$ cat config.mk
export PLATFORM = sky130hd
export DESIGN_NAME = ies_top
export DESIGN_NICKNAME = d
export VERILOG_FILES = /design/src/verilog/ies_pkg.sv /design/src/verilog/ies_pin_sync.sv /design/src/verilog/ies_top.sv
export VERILOG_INCLUDE_DIRS = /design/src /design/src/verilog
export SDC_FILE = /design/constraint.sdc
export NUM_CORES = 1
export LEC_CHECK = 0
export BUFFER_PORTS_ARGS = -buffer_cell sky130_fd_sc_hd__buf_2
export CORE_ASPECT_RATIO = 0.9
export CORE_MARGIN = 4
export CORE_UTILIZATION = 40
export DETAILED_ROUTE_END_ITERATION = 16
export MAX_ROUTING_LAYER = met4
export PLACE_DENSITY = 0.75
export SLEW_MARGIN = 20
export SYNTH_ARGS = -nofsm -noshare
export SYNTH_HDL_FRONTEND = slang
export SYNTH_SLANG_ARGS = --single-unit
$ cat constraint.sdc
create_clock -name clk_i -period 1.65 [get_ports clk_i]
set_input_delay 0.0825 -clock clk_i [delete_from_list [all_inputs] [get_ports clk_i]]
set_output_delay 0.0825 -clock clk_i [all_outputs]
set_load 0.05 [all_outputs]
$ cat src/verilog/ies_consts.svh
// Purpose: named constants of the interrupt enable and source block
// Assumes: word index = byte address / 4 on the register bus
// Notes:   definitions only
`ifndef IES_CONSTS_SVH
`define IES_CONSTS_SVH

// ==========================================================
// register word indices
`define IES_IDX_INTERRUPT_ENABLE_0 8'hA8
`define IES_IDX_INTERRUPT_ENABLE_1 8'hA9
`define IES_IDX_INTERRUPT_ENABLE_2 8'hAA
`define IES_IDX_INTERRUPT_ENABLE_3 8'hAB
`define IES_IDX_SRC  8'hC0
`define IES_IDX_CTRL 8'hC1
`define IES_IDX_EXTF 8'hC2

// ==========================================================
// reset values and writable-bit masks
`define IES_RST_BYTE  8'h00
`define IES_INTERRUPT_ENABLE_0_MASK 8'hBF
`define IES_INTERRUPT_ENABLE_1_MASK 8'h3E
`define IES_INTERRUPT_ENABLE_2_MASK 8'h3C
`define IES_INTERRUPT_ENABLE_3_MASK 8'h30
`define IES_CTRL_MASK 8'h0F
`define IES_EXTF_MASK 8'h1F
`define IES_KEEP_ALL  8'hFF

// ==========================================================
// field positions
`define IES_MASTER_BIT 7
`define IES_SRC_L24    7
`define IES_SRC_ADC    6
`define IES_SRC_WTMR   5
`define IES_SRC_AVS    4
`define IES_SRC_DVS    3
`define IES_SRC_PWTMR  2
`define IES_SRC_AHS    1
`define IES_SRC_DHS    0
`define IES_EXF_P0     0
`define IES_EXF_P1     1
`define IES_EXF_X0     2
`define IES_EXF_X1     3
`define IES_EXF_CC     4
`define IES_CTL_P0_EDGE 0
`define IES_CTL_P1_EDGE 1
`define IES_CTL_X0_RISE 2
`define IES_CTL_X1_RISE 3

// ==========================================================
// request slots toward the core
`define IES_SLOTS     24
`define IES_RSV_SLOTS 24'h3C3040
`define IES_SL_EXT0 0
`define IES_SL_T0   1
`define IES_SL_EXT1 2
`define IES_SL_T1   3
`define IES_SL_UART 4
`define IES_SL_ADC  5
`define IES_SL_X0   7
`define IES_SL_WDT  8
`define IES_SL_X1   9
`define IES_SL_AVS  10
`define IES_SL_DVS  11
`define IES_SL_PWM  14
`define IES_SL_CC   15
`define IES_SL_AHS  16
`define IES_SL_DHS  17
`define IES_SL_L24  22
`define IES_SL_ADCW 23

`endif

$ cat src/verilog/ies_pkg.sv
// Purpose: state types of the interrupt enable and source block
// Assumes: ies_consts.svh supplies the numbers
// Notes:   types only
package ies_pkg;

  // ==========================================================
  // pin synchroniser state
  typedef struct packed {
    logic s1;
    logic s2;
    logic s3;
  } ies_sync_t;

  // ==========================================================
  // top-level state
  typedef struct packed {
    logic [7:0] interrupt_enable_0;
    logic [7:0] interrupt_enable_1;
    logic [7:0] interrupt_enable_2;
    logic [7:0] interrupt_enable_3;
    logic [7:0] src;
    logic [7:0] ctrl;
    logic [7:0] extf;
    logic [8:0] prev;
    logic [23:0] irq;
    logic ack;
    logic [7:0] dat;
  } ies_state_t;

endpackage

$ cat src/verilog/ies_pin_sync.sv
// Purpose: two-flop synchroniser with edge detection for one pin
// Assumes: pin is asynchronous to clk_i
// Notes:   edges are one-cycle pulses; level_o is the second flop
`timescale 1ns/100ps
module ies_pin_sync (
  input wire logic clk_i,
  input wire logic rst_i,
  input wire logic pin_i,
  output logic level_o,
  output logic rise_o,
  output logic fall_o
);

  ies_pkg::ies_sync_t s_q;
  ies_pkg::ies_sync_t s_d;

  // ==========================================================
  // state update; s1 feeds only s2
  always_comb begin
    s_d = s_q;
    s_d.s1 = pin_i;
    s_d.s2 = s_q.s1;
    s_d.s3 = s_q.s2;
  end

  always_ff @(posedge clk_i) begin
    if (rst_i) begin
      s_q <= '0;
    end else begin
      s_q <= s_d;
    end
  end

  assign level_o = s_q.s2;
  assign rise_o = s_q.s2 & ~s_q.s3;
  assign fall_o = ~s_q.s2 & s_q.s3;

endmodule

$ cat src/verilog/ies_top.sv
// Purpose: interrupt source collection and enable gating
// Assumes: classic Wishbone slave, 8-bit registers in lane 0
// Notes:   one registered request line per slot toward the core
`timescale 1ns/100ps
`include "ies_consts.svh"
module ies_top (
  input wire logic clk_i,
  input wire logic rst_i,
  input wire logic wb_cyc_i,
  input wire logic wb_stb_i,
  input wire logic wb_we_i,
  input wire logic [9:0] wb_adr_i,
  input wire logic [3:0] wb_sel_i,
  input wire logic [31:0] wb_dat_i,
  output logic [31:0] wb_dat_o,
  output logic wb_ack_o,
  input wire logic ext_irq_pin_zero_i,
  input wire logic ext_irq_pin_one_i,
  input wire logic extra_ext_irq_zero_i,
  input wire logic extra_ext_irq_one_i,
  input wire logic global_irq_block_i,
  input wire logic timer_zero_overflow_flag_i,
  input wire logic timer_one_overflow_flag_i,
  input wire logic timer_zero_mode3_i,
  input wire logic timer_zero_high_count_ovf_i,
  input wire logic serial_port_irq_i,
  input wire logic converter_done_i,
  input wire logic converter_wakeup_irq_i,
  input wire logic line_twentyfour_irq_i,
  input wire logic watchdog_timer_ovf_i,
  input wire logic pwm_timer_ovf_i,
  input wire logic acq_vsync_irq_i,
  input wire logic acq_hsync_irq_i,
  input wire logic display_vsync_irq_i,
  input wire logic display_hsync_irq_i,
  input wire logic channel_change_irq_i,
  output logic [23:0] irq_req_o
);

  ies_pkg::ies_state_t s_q;
  ies_pkg::ies_state_t s_d;

  // ==========================================================
  // pin synchronisers
  logic p0_lvl, p0_fall, p1_lvl, p1_fall;
  logic x0_rise, x0_fall, x1_rise, x1_fall, blk_lvl;

  ies_pin_sync u_p0 (
    .clk_i(clk_i), .rst_i(rst_i), .pin_i(ext_irq_pin_zero_i),
    .level_o(p0_lvl), .rise_o(), .fall_o(p0_fall)
  );
  ies_pin_sync u_p1 (
    .clk_i(clk_i), .rst_i(rst_i), .pin_i(ext_irq_pin_one_i),
    .level_o(p1_lvl), .rise_o(), .fall_o(p1_fall)
  );
  ies_pin_sync u_x0 (
    .clk_i(clk_i), .rst_i(rst_i), .pin_i(extra_ext_irq_zero_i),
    .level_o(), .rise_o(x0_rise), .fall_o(x0_fall)
  );
  ies_pin_sync u_x1 (
    .clk_i(clk_i), .rst_i(rst_i), .pin_i(extra_ext_irq_one_i),
    .level_o(), .rise_o(x1_rise), .fall_o(x1_fall)
  );
  ies_pin_sync u_blk (
    .clk_i(clk_i), .rst_i(rst_i), .pin_i(global_irq_block_i),
    .level_o(blk_lvl), .rise_o(), .fall_o()
  );

  // ==========================================================
  // bus decode
  logic hit, wr;
  logic [7:0] idx;
  logic [7:0] wdat;

  assign hit = wb_cyc_i & wb_stb_i & ~s_q.ack;
  assign wr = hit & wb_we_i & wb_sel_i[0];
  assign idx = wb_adr_i[9:2];
  assign wdat = wb_dat_i[7:0];

  // ==========================================================
  // source vectors
  logic [8:0] lines;
  logic [8:0] rises;
  logic [23:0] pend;
  logic [23:0] en;
  logic [7:0] src_keep;
  logic [7:0] extf_keep;
  logic [7:0] extf_set;

  always_comb begin
    lines = {channel_change_irq_i, line_twentyfour_irq_i,
      converter_done_i, watchdog_timer_ovf_i, acq_vsync_irq_i,
      display_vsync_irq_i, pwm_timer_ovf_i, acq_hsync_irq_i,
      display_hsync_irq_i};
    // flags catch the rising edge so a long request line sets once
    rises = lines & ~s_q.prev;
    // software writes 0 to clear, 1 leaves a flag alone
    src_keep = `IES_KEEP_ALL;
    extf_keep = `IES_KEEP_ALL;
    if (wr && idx == `IES_IDX_SRC) begin
      src_keep = wdat;
    end
    if (wr && idx == `IES_IDX_EXTF) begin
      extf_keep = wdat;
    end
    extf_set = '0;
    // pins 0 and 1 are active low; edge mode latches the falling edge
    extf_set[`IES_EXF_P0] = s_q.ctrl[`IES_CTL_P0_EDGE] & p0_fall;
    extf_set[`IES_EXF_P1] = s_q.ctrl[`IES_CTL_P1_EDGE] & p1_fall;
    extf_set[`IES_EXF_X0] = s_q.ctrl[`IES_CTL_X0_RISE] ? x0_rise
      : x0_fall;
    extf_set[`IES_EXF_X1] = s_q.ctrl[`IES_CTL_X1_RISE] ? x1_rise
      : x1_fall;
    extf_set[`IES_EXF_CC] = rises[8];

    pend = '0;
    pend[`IES_SL_EXT0] = s_q.ctrl[`IES_CTL_P0_EDGE]
      ? s_q.extf[`IES_EXF_P0] : ~p0_lvl;
    pend[`IES_SL_EXT1] = s_q.ctrl[`IES_CTL_P1_EDGE]
      ? s_q.extf[`IES_EXF_P1] : ~p1_lvl;
    pend[`IES_SL_T0] = timer_zero_overflow_flag_i;
    pend[`IES_SL_T1] = timer_zero_mode3_i
      ? timer_zero_high_count_ovf_i
      : timer_one_overflow_flag_i;
    pend[`IES_SL_UART] = serial_port_irq_i;
    pend[`IES_SL_ADCW] = converter_wakeup_irq_i;
    pend[`IES_SL_ADC] = s_q.src[`IES_SRC_ADC];
    pend[`IES_SL_X0] = s_q.extf[`IES_EXF_X0];
    pend[`IES_SL_X1] = s_q.extf[`IES_EXF_X1];
    pend[`IES_SL_CC] = s_q.extf[`IES_EXF_CC];
    pend[`IES_SL_WDT] = s_q.src[`IES_SRC_WTMR];
    pend[`IES_SL_AVS] = s_q.src[`IES_SRC_AVS];
    pend[`IES_SL_DVS] = s_q.src[`IES_SRC_DVS];
    pend[`IES_SL_PWM] = s_q.src[`IES_SRC_PWTMR];
    pend[`IES_SL_AHS] = s_q.src[`IES_SRC_AHS];
    pend[`IES_SL_DHS] = s_q.src[`IES_SRC_DHS];
    pend[`IES_SL_L24] = s_q.src[`IES_SRC_L24];
    // six enable bits per register map straight onto slots
    en = {s_q.interrupt_enable_3[5:0], s_q.interrupt_enable_2[5:0], s_q.interrupt_enable_1[5:0],
      s_q.interrupt_enable_0[5:0]};
  end

  // ==========================================================
  // state update
  always_comb begin
    s_d = s_q;
    s_d.prev = lines;
    s_d.ack = hit;
    // set wins over a clear in the same cycle
    s_d.src = (s_q.src & src_keep) | rises[7:0];
    s_d.extf = ((s_q.extf & extf_keep) | extf_set) & `IES_EXTF_MASK;
    if (wr) begin
      case (idx)
        `IES_IDX_INTERRUPT_ENABLE_0: s_d.interrupt_enable_0 = wdat & `IES_INTERRUPT_ENABLE_0_MASK;
        `IES_IDX_INTERRUPT_ENABLE_1: s_d.interrupt_enable_1 = wdat & `IES_INTERRUPT_ENABLE_1_MASK;
        `IES_IDX_INTERRUPT_ENABLE_2: s_d.interrupt_enable_2 = wdat & `IES_INTERRUPT_ENABLE_2_MASK;
        `IES_IDX_INTERRUPT_ENABLE_3: s_d.interrupt_enable_3 = wdat & `IES_INTERRUPT_ENABLE_3_MASK;
        `IES_IDX_CTRL: s_d.ctrl = wdat & `IES_CTRL_MASK;
        default: s_d.interrupt_enable_0 = s_q.interrupt_enable_0;
      endcase
    end
    // unmapped reads answer with zero; masked bits read zero
    s_d.dat = `IES_RST_BYTE;
    if (hit && !wb_we_i) begin
      case (idx)
        `IES_IDX_INTERRUPT_ENABLE_0: s_d.dat = s_q.interrupt_enable_0;
        `IES_IDX_INTERRUPT_ENABLE_1: s_d.dat = s_q.interrupt_enable_1;
        `IES_IDX_INTERRUPT_ENABLE_2: s_d.dat = s_q.interrupt_enable_2;
        `IES_IDX_INTERRUPT_ENABLE_3: s_d.dat = s_q.interrupt_enable_3;
        `IES_IDX_SRC: s_d.dat = s_q.src;
        `IES_IDX_CTRL: s_d.dat = s_q.ctrl;
        `IES_IDX_EXTF: s_d.dat = s_q.extf;
        default: s_d.dat = `IES_RST_BYTE;
      endcase
    end
    // block input overrides master enable; reserved slots stay low
    if (s_q.interrupt_enable_0[`IES_MASTER_BIT] && !blk_lvl) begin
      s_d.irq = pend & en & ~`IES_RSV_SLOTS;
    end else begin
      s_d.irq = '0;
    end
  end

  // the core arbitrates the four nesting levels over these lines
  always_ff @(posedge clk_i) begin
    if (rst_i) begin
      s_q <= '0;
    end else begin
      s_q <= s_d;
    end
  end

  assign irq_req_o = s_q.irq;
  assign wb_ack_o = s_q.ack;
  assign wb_dat_o = {24'h000000, s_q.dat};

  logic on_q;
  assign on_q = s_q.interrupt_enable_0[`IES_MASTER_BIT] & ~blk_lvl;
endmodule

# Word-level counts from Yosys, hierarchy flattened
# Index checks and enable logic that the tools add are counted.
# Widths: inputs -> output; s select.
# classes
n_eq_ne	7
n_mux	8
bitwise_logic	28
reduce_logical	13
# op_table
cell	n
$eq 8x8->1 const B	7
$pmux 8 s7	1
$and 24x24->24	1
$and 1x1->1	12
$reduce_and 2->1	5
$and 9x9->9	1
$not 1->1	9
$not 9->9	1
$and 8x8->8	1
$mux 8	1
$or 8x8->8	1
$and 5x5->5	1
$mux 1	5
$mux 5	1
$or 5x5->5	1
$logic_and 1x1->1	4
$reduce_or 2->1	2
$logic_not 1->1	2
# totals
ff_bits	91
in_bits	71
output_inout_bits	57
word_cells	82

# Depth between registers and ports, before layout
# Gate-level depths: netlist of run 1.
# logic_depth
ltp_word	8
depth_mapped	6
mapped_depth_nobuf	4

# Modules after synthesis
# Synthesis of run 1 repeated with hierarchy kept, for this count alone.
# unflattened
cells_unflattened	398
area_unflattened_um2	3741.1
# modules_own_cells
module	instances	cells_per_inst	area_per_inst_um2	seq_area_each_um2
ies_top	1	358	3284.4	1401.3
ies_pin_sync	5	8	91.3	60.1

# Worst setup path before layout of run 1
# No wires, ideal clock.
# synth_timing
path_type	register -> register
startpoint	reg s_q, in the netlist wb_ack_o
endpoint	reg s_q, in the netlist en[10]
setup_time_ns	0.132
arrival_ns	1.470
required_ns	1.518
slack_ns	0.047
path_stages_with_launch	7
path_buffers	2
synth_period_minus_slack_ns	1.603
cell_sequence	dfxtp_1 > and3b_1 > and4_1 > buf_2 > buf_2 > nand3_1 > a21oi_1
# synth_via
elab_chain_len	5
# synth_rtl
item	line	rtl
from (decl)	ies_top.sv:40	ies_pkg::ies_state_t s_q;
from (signal assigned)	ies_top.sv:187	s_q <= '0;
from (signal assigned)	ies_top.sv:189	s_q <= s_d;
$not 1->1	ies_top.sv:75	assign hit = wb_cyc_i & wb_stb_i & ~s_q.ack;
$and 1x1->1	ies_top.sv:75	
$and 1x1->1 (2 in a row)	ies_top.sv:76	assign wr = hit & wb_we_i & wb_sel_i[0];
$reduce_and 2->1 (no source line)	n/a	
# Every way passes these cells.
# A chain may end at the register's enable or synchronous reset.

# Worst setup path in the final report of run 1
# layout_timing
startpoint	in wb_we_i
endpoint	reg s_q, in the netlist pend[15]
# layout_via
elab_chain_len	6
# layout_rtl
item	line	rtl
from (decl)	ies_top.sv:11	input wire logic wb_we_i,
$and 1x1->1 (2 in a row)	ies_top.sv:76	
$logic_and 1x1->1 (no source line)	n/a	
$mux 5	ies_top.sv:103	if (wr && idx == `IES_IDX_EXTF) begin
$and 5x5->5	ies_top.sv:151	s_d.extf = ((s_q.extf & extf_keep) | extf_set) & `IES_EXTF_MASK;
$or 5x5->5	ies_top.sv:151	
# Every way passes these cells.

==> results of run 1 <==
## placed cells by master (no fill, tap or decap), types with 2 or more instances in the layout
cell type	count
sky130_fd_sc_hd__mux2_2	6
sky130_fd_sc_hd__a21oi_1	44
sky130_fd_sc_hd__buf_4	14
sky130_fd_sc_hd__buf_2	67
sky130_fd_sc_hd__and4_1	2
sky130_fd_sc_hd__nand2_1	9
sky130_fd_sc_hd__and3_1	18
sky130_fd_sc_hd__o31ai_1	13
sky130_fd_sc_hd__clkbuf_1	4
sky130_fd_sc_hd__nand4_1	4
sky130_fd_sc_hd__nand3b_1	3
sky130_fd_sc_hd__nor3b_1	3
sky130_fd_sc_hd__and2_1	3
sky130_fd_sc_hd__and3b_1	2
sky130_fd_sc_hd__nand2b_1	11
sky130_fd_sc_hd__a22oi_1	3
sky130_fd_sc_hd__clkinv_2	2
sky130_fd_sc_hd__o22ai_1	2
sky130_fd_sc_hd__nor2b_1	28
sky130_fd_sc_hd__conb_1	31
sky130_fd_sc_hd__dlygate4sd3_1	18
sky130_fd_sc_hd__dfxtp_1	84
sky130_fd_sc_hd__o21a_1	5
sky130_fd_sc_hd__o21ai_0	24
sky130_fd_sc_hd__nor2_1	3
sky130_fd_sc_hd__nand3_1	35
sky130_fd_sc_hd__clkbuf_8	10
## logic make-up after synthesis
kind of cell,Yosys count,synth area share
flops,84,0.466
compound gates,94,0.154
simple gates,126,0.210
buf+inv,80,0.144
mux,7,0.0250
other cells,1,0.00104
## sequential cells by signal (all words and copies together) (netlist names), 8 cells and up
signal	count
wb_dat_o	8
irq_req_o	17
s_q	16
en	17
pend	11
## power by group
| group | switching, W | internal [W] | total, W |
|---|---|---|---|
| Sequential | 0.0000282 | 0.00207 | 0.00210 |
| Clock | 0.000656 | 0.000586 | 0.00124 |
| Combinational | 0.000305 | 0.000130 | 0.000435 |
| Total | 0.000989 | 0.00279 | 0.00378 |
## through the flow
stage                     std cells  worst slack (ps)  power [W]  utilization  hold slack, ps
after floorplan                 422              47.3    0.00248            -             160
after global placement          544               259    0.00254        0.439             292
after detailed placement        544               244    0.00254        0.439             296
after CTS                       578               308    0.00380        0.478            3.29
after global routing            578               149    0.00394        0.478            8.30
final                           578               285    0.00378        0.478            9.30
## final timing paths
path | slack, ps | cells after the start | end
min reg2reg | 440 | 1 | u_x0.level_o$_SDFF_PP0_
max | 290 | 7 | pend[15]$_SDFF_PP0_
max reg2reg | 330 | 5 | pend[15]$_SDFF_PP0_
min | 9 | 2 | pend[5]$_SDFF_PP0_
## repair_timing
item                                    CTS  global route
hold endpoints to repair                 23             0
hold buffers                             18             0
endpoints found under the setup margin    0             0
## final cells by class
type,instances,area (µm²)
Clock inverter,2,10.0
Inverter,1,3.75
Timing Repair Buffer,100,641
Sequential cell,84,1680
Multi-Input combinational cell,258,1520
Clock buffer,14,153
Tap cell,119,149
Fill cell,871,4530
## per-layer routing
layer	wire length [µm]	global-route usage	up-vias
met1	3600	0.220	1344
met5	0	-	-
met3	825	0.0456	13
met2	4090	0.259	148
li1	-	-	1412
met4	104	0.0544	0
## worst max-delay path, stage by stage
cell	delay, ps
sky130_fd_sc_hd__dlygate4sd3_1	520
sky130_fd_sc_hd__buf_2	140
sky130_fd_sc_hd__and2_1	230
sky130_fd_sc_hd__nand4_1	120
sky130_fd_sc_hd__buf_4	180
sky130_fd_sc_hd__o31ai_1	220
sky130_fd_sc_hd__a21oi_1	100
==> metrics.sh, run 1 <==
RUN_STATUS='complete, no violations'
WIRE_PER_INST_UM=14.9
MAXSLEWVIOLCOUNT=0
DRTITER0DRC=240
MIN_PERIOD_PS=1360
POSTSYNTHCELLCOUNT=392
FLOORPLAN.DIE.HEIGHT_UM=98.1
TIMING.MAX_SLEW.REL_SLACK=0.661
TIMING.CLOCK.SKEW_PS=8.89
FINAL_NETS=525
SYNTH.CELL_AREA_MM2=0.00361
HOLD_VIOLATIONS=0
SYNTH_FF_TYPE='sky130_fd_sc_hd__dfxtp_1'
CTS-RESIZED-GATES=0
DETAIL_ROUTE.FIRST_PASS.ITERATIONS=5
VIAS=2917
DRT_WL_TOTAL_UM=8620
YOSYS.CELL_TYPES.COUNT=35
REMAINING_DRC_ERRORS=0
PLACER_S_FINAL_ROUTABILITY_CONGESTION_ESTIMATE=0.905
TIMING.MAX_CAP.VIOLATIONS=0
CLOCK_SINKS=84
TIMING.SETUP.CRITICAL_PATH_CLASS='in2reg'
POWERDENSITY_mW_PER_MM2=909
STARTPOINT='wb_we_i'
POST-ROUTE-PERIOD-UTIL=0.827
FIRST_GLOBAL_VIAS=2761
UNREPAIRED_SETUP_ENDPOINTS_AFTER_GLOBAL_ROUTING='no'
SETUP.WORST_PATH.END_CLASS='register'
FINAL_SETUP_FAILS=0
GRT_MAX_DEGREE=39
SYNTH_ENABLE_FLOP_CELLS=0
DIE-AREA_MM2=0.0106
H_TREE_LEVELS=3
YOSYSSEQAREASHARE=0.466
GLOBALROUTETOTALUTIL=0.170
STD_CELL_ROWS=32
PLACEDINSTANCEAREA_MM2=0.00381
YS_TOP_CELLS_BY_AREA='sky130_fd_sc_hd__dfxtp_1, sky130_fd_sc_hd__buf_4, sky130_fd_sc_hd__a21oi_1, sky130_fd_sc_hd__nand3_1, sky130_fd_sc_hd__nor2b_1'
POST-CTS-SETUP-BUFFERS=0
WORSTMARGINPINSLEW_PS=509
SYNTH_COMMONEST_CELLS='sky130_fd_sc_hd__dfxtp_1, sky130_fd_sc_hd__buf_4, sky130_fd_sc_hd__a21oi_1, sky130_fd_sc_hd__nand3_1, sky130_fd_sc_hd__nor2b_1'
ANT_NETS=0
YOSYS_REGISTER_BITS=84
IOS=128
GRT_FIRST_PASS_WIRELENGTH_UM=13800
CHIPWIDTH_UM=108
CLOCK_LATENCY_PS=350
FINAL_LAYOUT_SIZE_SUFFIX_GT1_FRAC=0.231
REQUIRED_PS=1880
SYN_AREA_PER_CELL_UM2=9.21
MIN-DELAY-PATH-CLASS='in2reg'
INSERTEDDIODECOUNT=0
GLOBALROUTEOVERFLOWTOTAL=0
HALF_PERIMETER_WIRE_LENGTH_OF_THE_DETAILED_PLACEMENT_RESULT_UM=6040
TRITONCTS='done'
VIAS_PER_CELL=5.05
ANTENNA_FOUND_INITIAL=0
TOTAL_LEAKAGE_POWER_nW=1.73
SYNTH_TOP_CELL_BY_AREA='sky130_fd_sc_hd__dfxtp_1'
YOSYS.CELL_COUNT.TOP_TYPE='sky130_fd_sc_hd__dfxtp_1'
PATH_MAX_FANOUT=9
STARTPOINT_TYPE='input port'
AREA.GROWTH.SYNTH_TO_FINAL_PCT=15.2
VDD_IR_DROP_MAX_uV=523
FLOORPLAN.INITIALDENSITY=0.415
CORE_MM2=0.00869
MAX_FREQ_MHz=733
CRIT-REG2REG-LAUNCH='wb_ack_o$_SDFF_PP0_'
YOSYSWARNINGS=0
POST-ROUTE-CELL-AREA_MM2=0.00416
WORSTHOLDSTART='rst_i'
PLACEMENT.IO_BUFFERS=67
CLKSLEWWORSTSETUPHOLDPATHS_PS=80
CTS_MAX_PATH_BUFFERS=2
FIN_TNS_SETUP_PS=0
CTS_MADE_BUFFERS=9
YOSYSTOPAREACELLSHARE=0.466
ASYNCSETRESETFLOPFRACSYNTH=0
CLOCKROOTBUFFER='sky130_fd_sc_hd__clkbuf_8'
CRITPATHARRIVALTIME_PS=1590
(Power assumes the default switching activity.)
==> run 2, diff against run 1 <==
==> constraint.sdc (replaced) <==
create_clock -name clk_i -period 1.3 [get_ports clk_i]
set_input_delay 0.065 -clock clk_i [delete_from_list [all_inputs] [get_ports clk_i]]
set_output_delay 0.065 -clock clk_i [all_outputs]
set_load 0.05 [all_outputs]
==> run 2 against run 1 <==
Net effect:
- the flow now finishes with violations (setup timing)
- global-route usage decreased by 0.24 points
- core utilization grew 2.9 points
- critical path type is now reg2reg
- worst setup slack worse by 360 ps
- largest power group unchanged
==> metrics.sh, run 2 (synthesis gave the netlist of run 1 again) <==
CORE_MM2=0.00869  # unchanged
TIMING.MAX_CAP.VIOLATIONS=0  # unchanged
CRIT_PATH_TOP_DELAY_CELL='sky130_fd_sc_hd__dfxtp_4'  # was sky130_fd_sc_hd__dlygate4sd3_1
FINAL_SETUP_FAILS=7  # was 0
CTS_MADE_BUFFERS=9  # unchanged
CRITPATHARRIVALTIME_PS=1660  # was 1590 ps
TRITONCTS='done'  # unchanged
PATH_MAX_FANOUT=18  # was 9
FINAL_LAYOUT_SIZE_SUFFIX_GT1_FRAC=0.301  # was 0.231
DETAIL_ROUTE.FIRST_PASS.ITERATIONS=5  # unchanged
STD_CELL_ROWS=32  # unchanged
REQUIRED_PS=1580  # was 1880 ps
VIAS=2963  # was 2917
TIMING.CLOCK.SKEW_PS=5.20  # was 8.89 ps
CLKSLEWWORSTSETUPHOLDPATHS_PS=70  # was 80 ps
WORST_SLACK_PS=-76.8  # was 285 ps
REMAINING_DRC_ERRORS=0  # unchanged
CRITICAL-PATH-TOP-DELAY-FAMILY='simple AND/OR/NAND/NOR gates'  # was buffers and inverters
RUN_STATUS='finished, violations left'  # was complete, no violations
GLOBALROUTEOVERFLOWTOTAL=0  # unchanged
TIMING.SETUP.CRITICAL_PATH_CLASS='reg2reg'  # was in2reg
VIAS_PER_CELL=5.04  # was 5.05
HOLD_VIOLATIONS=0  # unchanged
ANT_NETS=0  # unchanged
FLOORPLAN.INITIALDENSITY=0.415  # unchanged
INSERTEDDIODECOUNT=0  # unchanged
DPL.CELL_COUNT=553  # was 544
GRT_FIRST_PASS_WIRELENGTH_UM=13500  # was 13800 µm
FINISHED_LAYOUT_CELLS=588  # was 578
PLACER_S_FINAL_ROUTABILITY_CONGESTION_ESTIMATE=0.902  # was 0.905
WORSTPATHBUFFERINVERTERCOUNT=1  # was 3
POST-ROUTE-PERIOD-UTIL=1.06
MIN_PERIOD_PS=1380
CRITICAL-PATH-MAX-STAGE-DELAY_PS=340  # was 520 ps
WORSTMARGINPINSLEW_PS=517  # was 509 ps
SETUP.WORST_PATH.END_CLASS='register'  # unchanged
ANTENNA_FOUND_INITIAL=0  # unchanged
DRTITER0DRC=234  # was 240
P_TOTAL_W=0.00517  # was 0.00378 W
WIRE_PER_INST_UM=14.9  # about the same
STARTPOINT_TYPE='register'  # was input port
CTS_MAX_PATH_BUFFERS=2  # unchanged
MAX_FREQ_MHz=726
FAILED_CHECKS='setup timing'
FINAL_COMMON_CELL='sky130_fd_sc_hd__dfxtp_1'  # unchanged
VDD_IR_DROP_MAX_uV=681  # was 523 µV
GLOBALROUTETOTALUTIL=0.167  # was 0.170
AREA.GROWTH.SYNTH_TO_FINAL_PCT=22.1  # was 15.2%
FLOORPLAN.DIE.HEIGHT_UM=98.1  # unchanged
DIE-AREA_MM2=0.0106  # unchanged
GRT_MAX_DEGREE=48  # was 39
LAYOUT.FILLER_CELLS=826  # was 871
HALF_PERIMETER_WIRE_LENGTH_OF_THE_DETAILED_PLACEMENT_RESULT_UM=6180  # was 6040 µm
H_TREE_LEVELS=3  # unchanged
POWERDENSITY_mW_PER_MM2=1170  # was 909 mW/mm²
CRIT-REG2REG-LAUNCH='wb_ack_o$_SDFF_PP0_'  # unchanged
CP_CELL_SEQUENCE='and3b_2 > and4_4 > buf_12 > nand3_1 > a21oi_2'  # was dlygate4sd3_1 > buf_2 > and2_1 > nand4_1 > buf_4 > o31ai_1 > a21oi_1
MAXSLEWVIOLCOUNT=0  # unchanged
FINAL_NETS=536  # was 525
DRT_WL_TOTAL_UM=8770  # was 8620 µm
FIRST_GLOBAL_VIAS=2720  # was 2761
IOS=128  # unchanged
CLOCKROOTBUFFER='sky130_fd_sc_hd__clkbuf_8'  # unchanged
TOTAL_LEAKAGE_POWER_nW=1.81  # was 1.73 nW
MIN-DELAY-PATH-CLASS='in2reg'  # unchanged
WORSTHOLDSTART='wb_dat_i[6]'  # was rst_i
UNREPAIRED_SETUP_ENDPOINTS_AFTER_GLOBAL_ROUTING='yes'  # was no
STARTPOINT='wb_ack_o$_SDFF_PP0_'  # was wb_we_i
CLOCK_SINKS=84  # unchanged
PLACEMENT.IO_BUFFERS=67  # unchanged
TIMING.MAX_SLEW.REL_SLACK=0.655  # was 0.661
CLOCK_LATENCY_PS=350  # about the same
FINAL_CELL_MIX='sky130_fd_sc_hd__dfxtp_1, sky130_fd_sc_hd__buf_2, sky130_fd_sc_hd__a21oi_1, sky130_fd_sc_hd__nand3_1, sky130_fd_sc_hd__conb_1'  # unchanged
CHIPWIDTH_UM=108  # unchanged
[run 2: worst paths after layout]
path,end,slack (ps),cells after the start
setup / recovery,en[16]$_SDFFE_PP0P_,-80,5
hold / removal,pend[5]$_SDFF_PP0_,20,3
setup reg to reg,en[16]$_SDFFE_PP0P_,-80,5
hold reg to reg,u_p1.level_o$_SDFF_PP0_,440,1
[run 2: per-layer routing]
metal	global-route usage	vias up	part of all wire
met5	-	-	0
met4	0.0631	0	0.016
met3	0.0436	14	0.091
met2	0.246	157	0.46
met1	0.221	1359	0.43
li1	-	1433	-
[run 2: what timing repair did]
item / CTS / global route
hold buffers: 20 / 0
gates resized for setup: 0 / 35
buffers inserted: 0 / 0
endpoints found under the setup margin: 11 / 33
pin swaps: 0 / 1
endpoints found under the hold margin: 30 / 0
[run 2: where the power goes]
| part | internal (W) | switching, W | total (W) |
|---|---|---|---|
| Sequential | 0.00263 | 0.0000398 | 0.00267 |
| Clock | 0.00108 | 0.000833 | 0.00191 |
| Combinational | 0.000192 | 0.000406 | 0.000598 |
| Total | 0.00390 | 0.00128 | 0.00517 |
[run 2: worst min-delay path, cell delays in order]
cell and delay [ps]:
sky130_fd_sc_hd__buf_2 90, sky130_fd_sc_hd__o31ai_2 60, sky130_fd_sc_hd__a21oi_1 120
[run 2: layout make-up]
cell class,count,area (µm²),share of cell area
sequential,84,1690,0.382
timing repair buffer,111,736,0.167
tap,119,149,0.0338
inverter,1,3.75,0.000852
clock inverter,2,60.1,0.0136
clock buffer,13,139,0.0315
multi-input combinational,258,1630,0.371
[run 2: stage by stage]
step	hold slack, ps	worst slack (ps)	utilization	TNS [ps]	cell area, µm²
2_1_floorplan	142	-81.0	-	-991	3760
3_3_place_gp	275	-70.1	0.448	-461	3900
3_5_place_dp	278	-98.2	0.448	-1520	3900
4_1_cts	7.42	-40.7	0.494	-261	4300
5_1_grt	17.3	-118	0.507	-1460	4410
6_report	22.3	-76.8	0.507	-170	4410
==> run 3, diff against run 2 <==
--- a/config.mk
+++ b/config.mk
@@ -13,6 +13,7 @@
 export DETAILED_ROUTE_END_ITERATION = 16
 export MAX_ROUTING_LAYER = met4
 export PLACE_DENSITY = 0.75
+export SETUP_SLACK_MARGIN = 0.5
 export SLEW_MARGIN = 20
 export SYNTH_ARGS = -nofsm -noshare
 export SYNTH_HDL_FRONTEND = slang
==> constraint.sdc (replaced) <==
create_clock -name clk_i -period 1.44 [get_ports clk_i]
set_input_delay 0.072 -clock clk_i [delete_from_list [all_inputs] [get_ports clk_i]]
set_output_delay 0.072 -clock clk_i [all_outputs]
set_load 0.05 [all_outputs]
==> run 3 against run 2 <==
Net effect:
- the flow now finishes without violations
- register-to-register slack better by 180 ps
- power shrank 11%
- sequential share of layout area fell by 1.7 points
- largest power group unchanged
==> metrics.sh, run 3 (synthesis gave the netlist of run 1 again) <==
RUN_STATUS='complete, no violations'  # was finished, violations left
ANT_NETS=0  # unchanged
UNREPAIRED_SETUP_ENDPOINTS_AFTER_GLOBAL_ROUTING='yes'  # unchanged
FINAL_NETS=539  # was 536
CLKSLEWWORSTSETUPHOLDPATHS_PS=90  # was 70 ps
REMAINING_DRC_ERRORS=0  # unchanged
TIMING.MAX_SLEW.REL_SLACK=0.541  # was 0.655
LAYOUT.FILLER_CELLS=800  # was 826
FLOORPLAN.INITIALDENSITY=0.415  # unchanged
FINAL_CELL_MIX='sky130_fd_sc_hd__dfxtp_1, sky130_fd_sc_hd__buf_2, sky130_fd_sc_hd__a21oi_1, sky130_fd_sc_hd__conb_1, sky130_fd_sc_hd__buf_6'  # was sky130_fd_sc_hd__dfxtp_1, sky130_fd_sc_hd__buf_2, sky130_fd_sc_hd__a21oi_1, sky130_fd_sc_hd__nand3_1, sky130_fd_sc_hd__conb_1
REQUIRED_PS=1690  # was 1580 ps
CHIPWIDTH_UM=108  # unchanged
MIN-DELAY-PATH-CLASS='in2reg'  # unchanged
MIN_PERIOD_PS=1340  # was 1380 ps
WIRE_PER_INST_UM=15.4  # was 14.9 µm
HOLD-PATH-CELL-COUNT=3  # unchanged
POST-ROUTE-PERIOD-UTIL=0.931  # was 1.06
FINAL_LAYOUT_SIZE_SUFFIX_GT1_FRAC=0.374  # was 0.301
PLACEMENT.IO_BUFFERS=67  # unchanged
DRTITER0DRC=179  # was 234
DRT_WL_TOTAL_UM=9130  # was 8770 µm
FIN_HOLD_WS_PS=11.4  # was 22.3 ps
VIAS_PER_CELL=4.98  # was 5.04
CLOCK_SINKS=84  # unchanged
TIMING.MAX_CAP.VIOLATIONS=0  # unchanged
FIRST_GLOBAL_VIAS=2904  # was 2720
IOS=128  # unchanged
RR_WORST_DEPTH=4  # was 5
FINALCOREUTILIZATION=0.540  # was 0.507
DIE-AREA_MM2=0.0106  # unchanged
HOLD_VIOLATIONS=0  # unchanged
DETAIL_ROUTE.FIRST_PASS.ITERATIONS=4  # was 5
H_TREE_LEVELS=3  # unchanged
INSERTEDDIODECOUNT=0  # unchanged
STD_CELL_ROWS=32  # unchanged
HALF_PERIMETER_WIRE_LENGTH_OF_THE_DETAILED_PLACEMENT_RESULT_UM=6220  # was 6180 µm
CRITPATHARRIVALTIME_PS=1590  # was 1660 ps
PATH_MAX_FANOUT=8  # was 18
ANTENNA_FOUND_INITIAL=0  # unchanged
AREA.GROWTH.SYNTH_TO_FINAL_PCT=30.1  # was 22.1%
CTS_MADE_BUFFERS=9  # unchanged
SETUP.WORST_PATH.END_CLASS='register'  # unchanged
CORE_MM2=0.00869  # unchanged
FINAL_COMMON_CELL='sky130_fd_sc_hd__dfxtp_1'  # unchanged
CLOCK_LATENCY_PS=360  # was 350 ps
GRT_FIRST_PASS_WIRELENGTH_UM=14200  # was 13500 µm
POWERDENSITY_mW_PER_MM2=982  # was 1170 mW/mm²
GLOBALROUTEOVERFLOWTOTAL=0  # unchanged
CTS_MAX_PATH_BUFFERS=2  # unchanged
WORSTMARGINPINSLEW_PS=688  # was 517 ps
TIMING.SETUP.CRITICAL_PATH_CLASS='reg2reg'  # unchanged
PLACER_S_FINAL_ROUTABILITY_CONGESTION_ESTIMATE=0.890  # was 0.902
CLOCKROOTBUFFER='sky130_fd_sc_hd__clkbuf_8'  # unchanged
VDD_IR_DROP_MAX_uV=600  # was 681 µV
WORST_SLACK_PS=99.4  # was -76.8 ps
MAX_FREQ_MHz=746  # was 726 MHz
PLACEMENT.SETUP.WORST_SLACK_PS=22.0  # was -98.2 ps
MAXSLEWVIOLCOUNT=0  # unchanged
FLOORPLAN.DIE.HEIGHT_UM=98.1  # unchanged
TOTAL_LEAKAGE_POWER_nW=1.85  # was 1.81 nW
P_TOTAL_W=0.00461  # was 0.00517 W
STARTPOINT_TYPE='register'  # unchanged
GLOBALROUTETOTALUTIL=0.176  # was 0.167
FIN_TNS_SETUP_PS=0  # was -170 ps
TRITONCTS='done'  # unchanged
GRT_MAX_DEGREE=24  # was 48
VIAS=2949  # was 2963
FINAL_SETUP_FAILS=0  # was 7
TIMING.CLOCK.SKEW_PS=8.87  # was 5.20 ps
run 3: cell count changes in the layout (fill, tap and decap cells not counted), moves of 4 or more:
cell / delta
sky130_fd_sc_hd__dfxtp_2: +23
sky130_fd_sc_hd__dfxtp_1: -23
sky130_fd_sc_hd__clkbuf_1: -4
sky130_fd_sc_hd__nand3_1: -5
sky130_fd_sc_hd__buf_6: +28
sky130_fd_sc_hd__buf_2: -25
sky130_fd_sc_hd__o31ai_1: +4
sky130_fd_sc_hd__o31ai_2: -4
run 3: timing repair:
item                                   in CTS  in global routing
gates resized for setup                    64                 63
cloned                                      3                  0
pin swaps                                   7                  5
setup endpoints to repair                  86                 81
hold buffers                               21                  0
endpoints found under the hold margin      31                  0
setup buffers                               2                  0
run 3: cell type report:
class	count	area, µm²	area share
Clock buffer	11	163	0.0346
Multi-Input combinational cell	258	1690	0.359
Tap cell	119	149	0.0317
Timing Repair Buffer	114	938	0.200
Sequential cell	84	1710	0.365
Clock inverter	5	40.0	0.00853
Inverter	1	3.75	0.000800
run 3: metrics by stage:
step           instance area (µm²)  cells
6_report                      4690    592
2_1_floorplan                 3760    422
5_1_grt                       4690    592
4_1_cts                       4520    592
3_5_place_dp                  3870    550
3_3_place_gp                  3870    550
run 3: power by group:
group	total, W	internal [W]	switching (W)	leakage, nW
clock	0.00166	0.000797	0.000868	0.106
combinational	0.000536	0.000168	0.000368	1.05
sequential	0.00241	0.00237	0.0000361	0.697
total	0.00461	0.00334	0.00127	1.85
run 3: critical path, stage by stage (launching register included):
cell and delay (ps):
sky130_fd_sc_hd__dfxtp_4 350, sky130_fd_sc_hd__and3b_2 280, sky130_fd_sc_hd__nand2_1 210, sky130_fd_sc_hd__o31ai_1 300, sky130_fd_sc_hd__a21oi_1 100
run 3: worst paths after layout:
check                          from                       to  slack [ps]
min reg2reg  u_x0.s_d[1]$_SDFF_PP0_  u_x0.level_o$_SDFF_PP0_         440
min                     wb_dat_i[6]       pend[5]$_SDFF_PP0_          10
max reg2reg     wb_ack_o$_SDFF_PP0_      pend[17]$_SDFF_PP0_         100
max             wb_ack_o$_SDFF_PP0_      pend[17]$_SDFF_PP0_         100
run 3: metal layers:
layer	vias up	part of all wire	wire [µm]	GRT usage
met5	-	0	0	-
met4	0	0.013	119	0.0592
met3	9	0.091	834	0.0476
met2	133	0.50	4560	0.290
met1	1377	0.40	3610	0.208
li1	1430	-	-	-
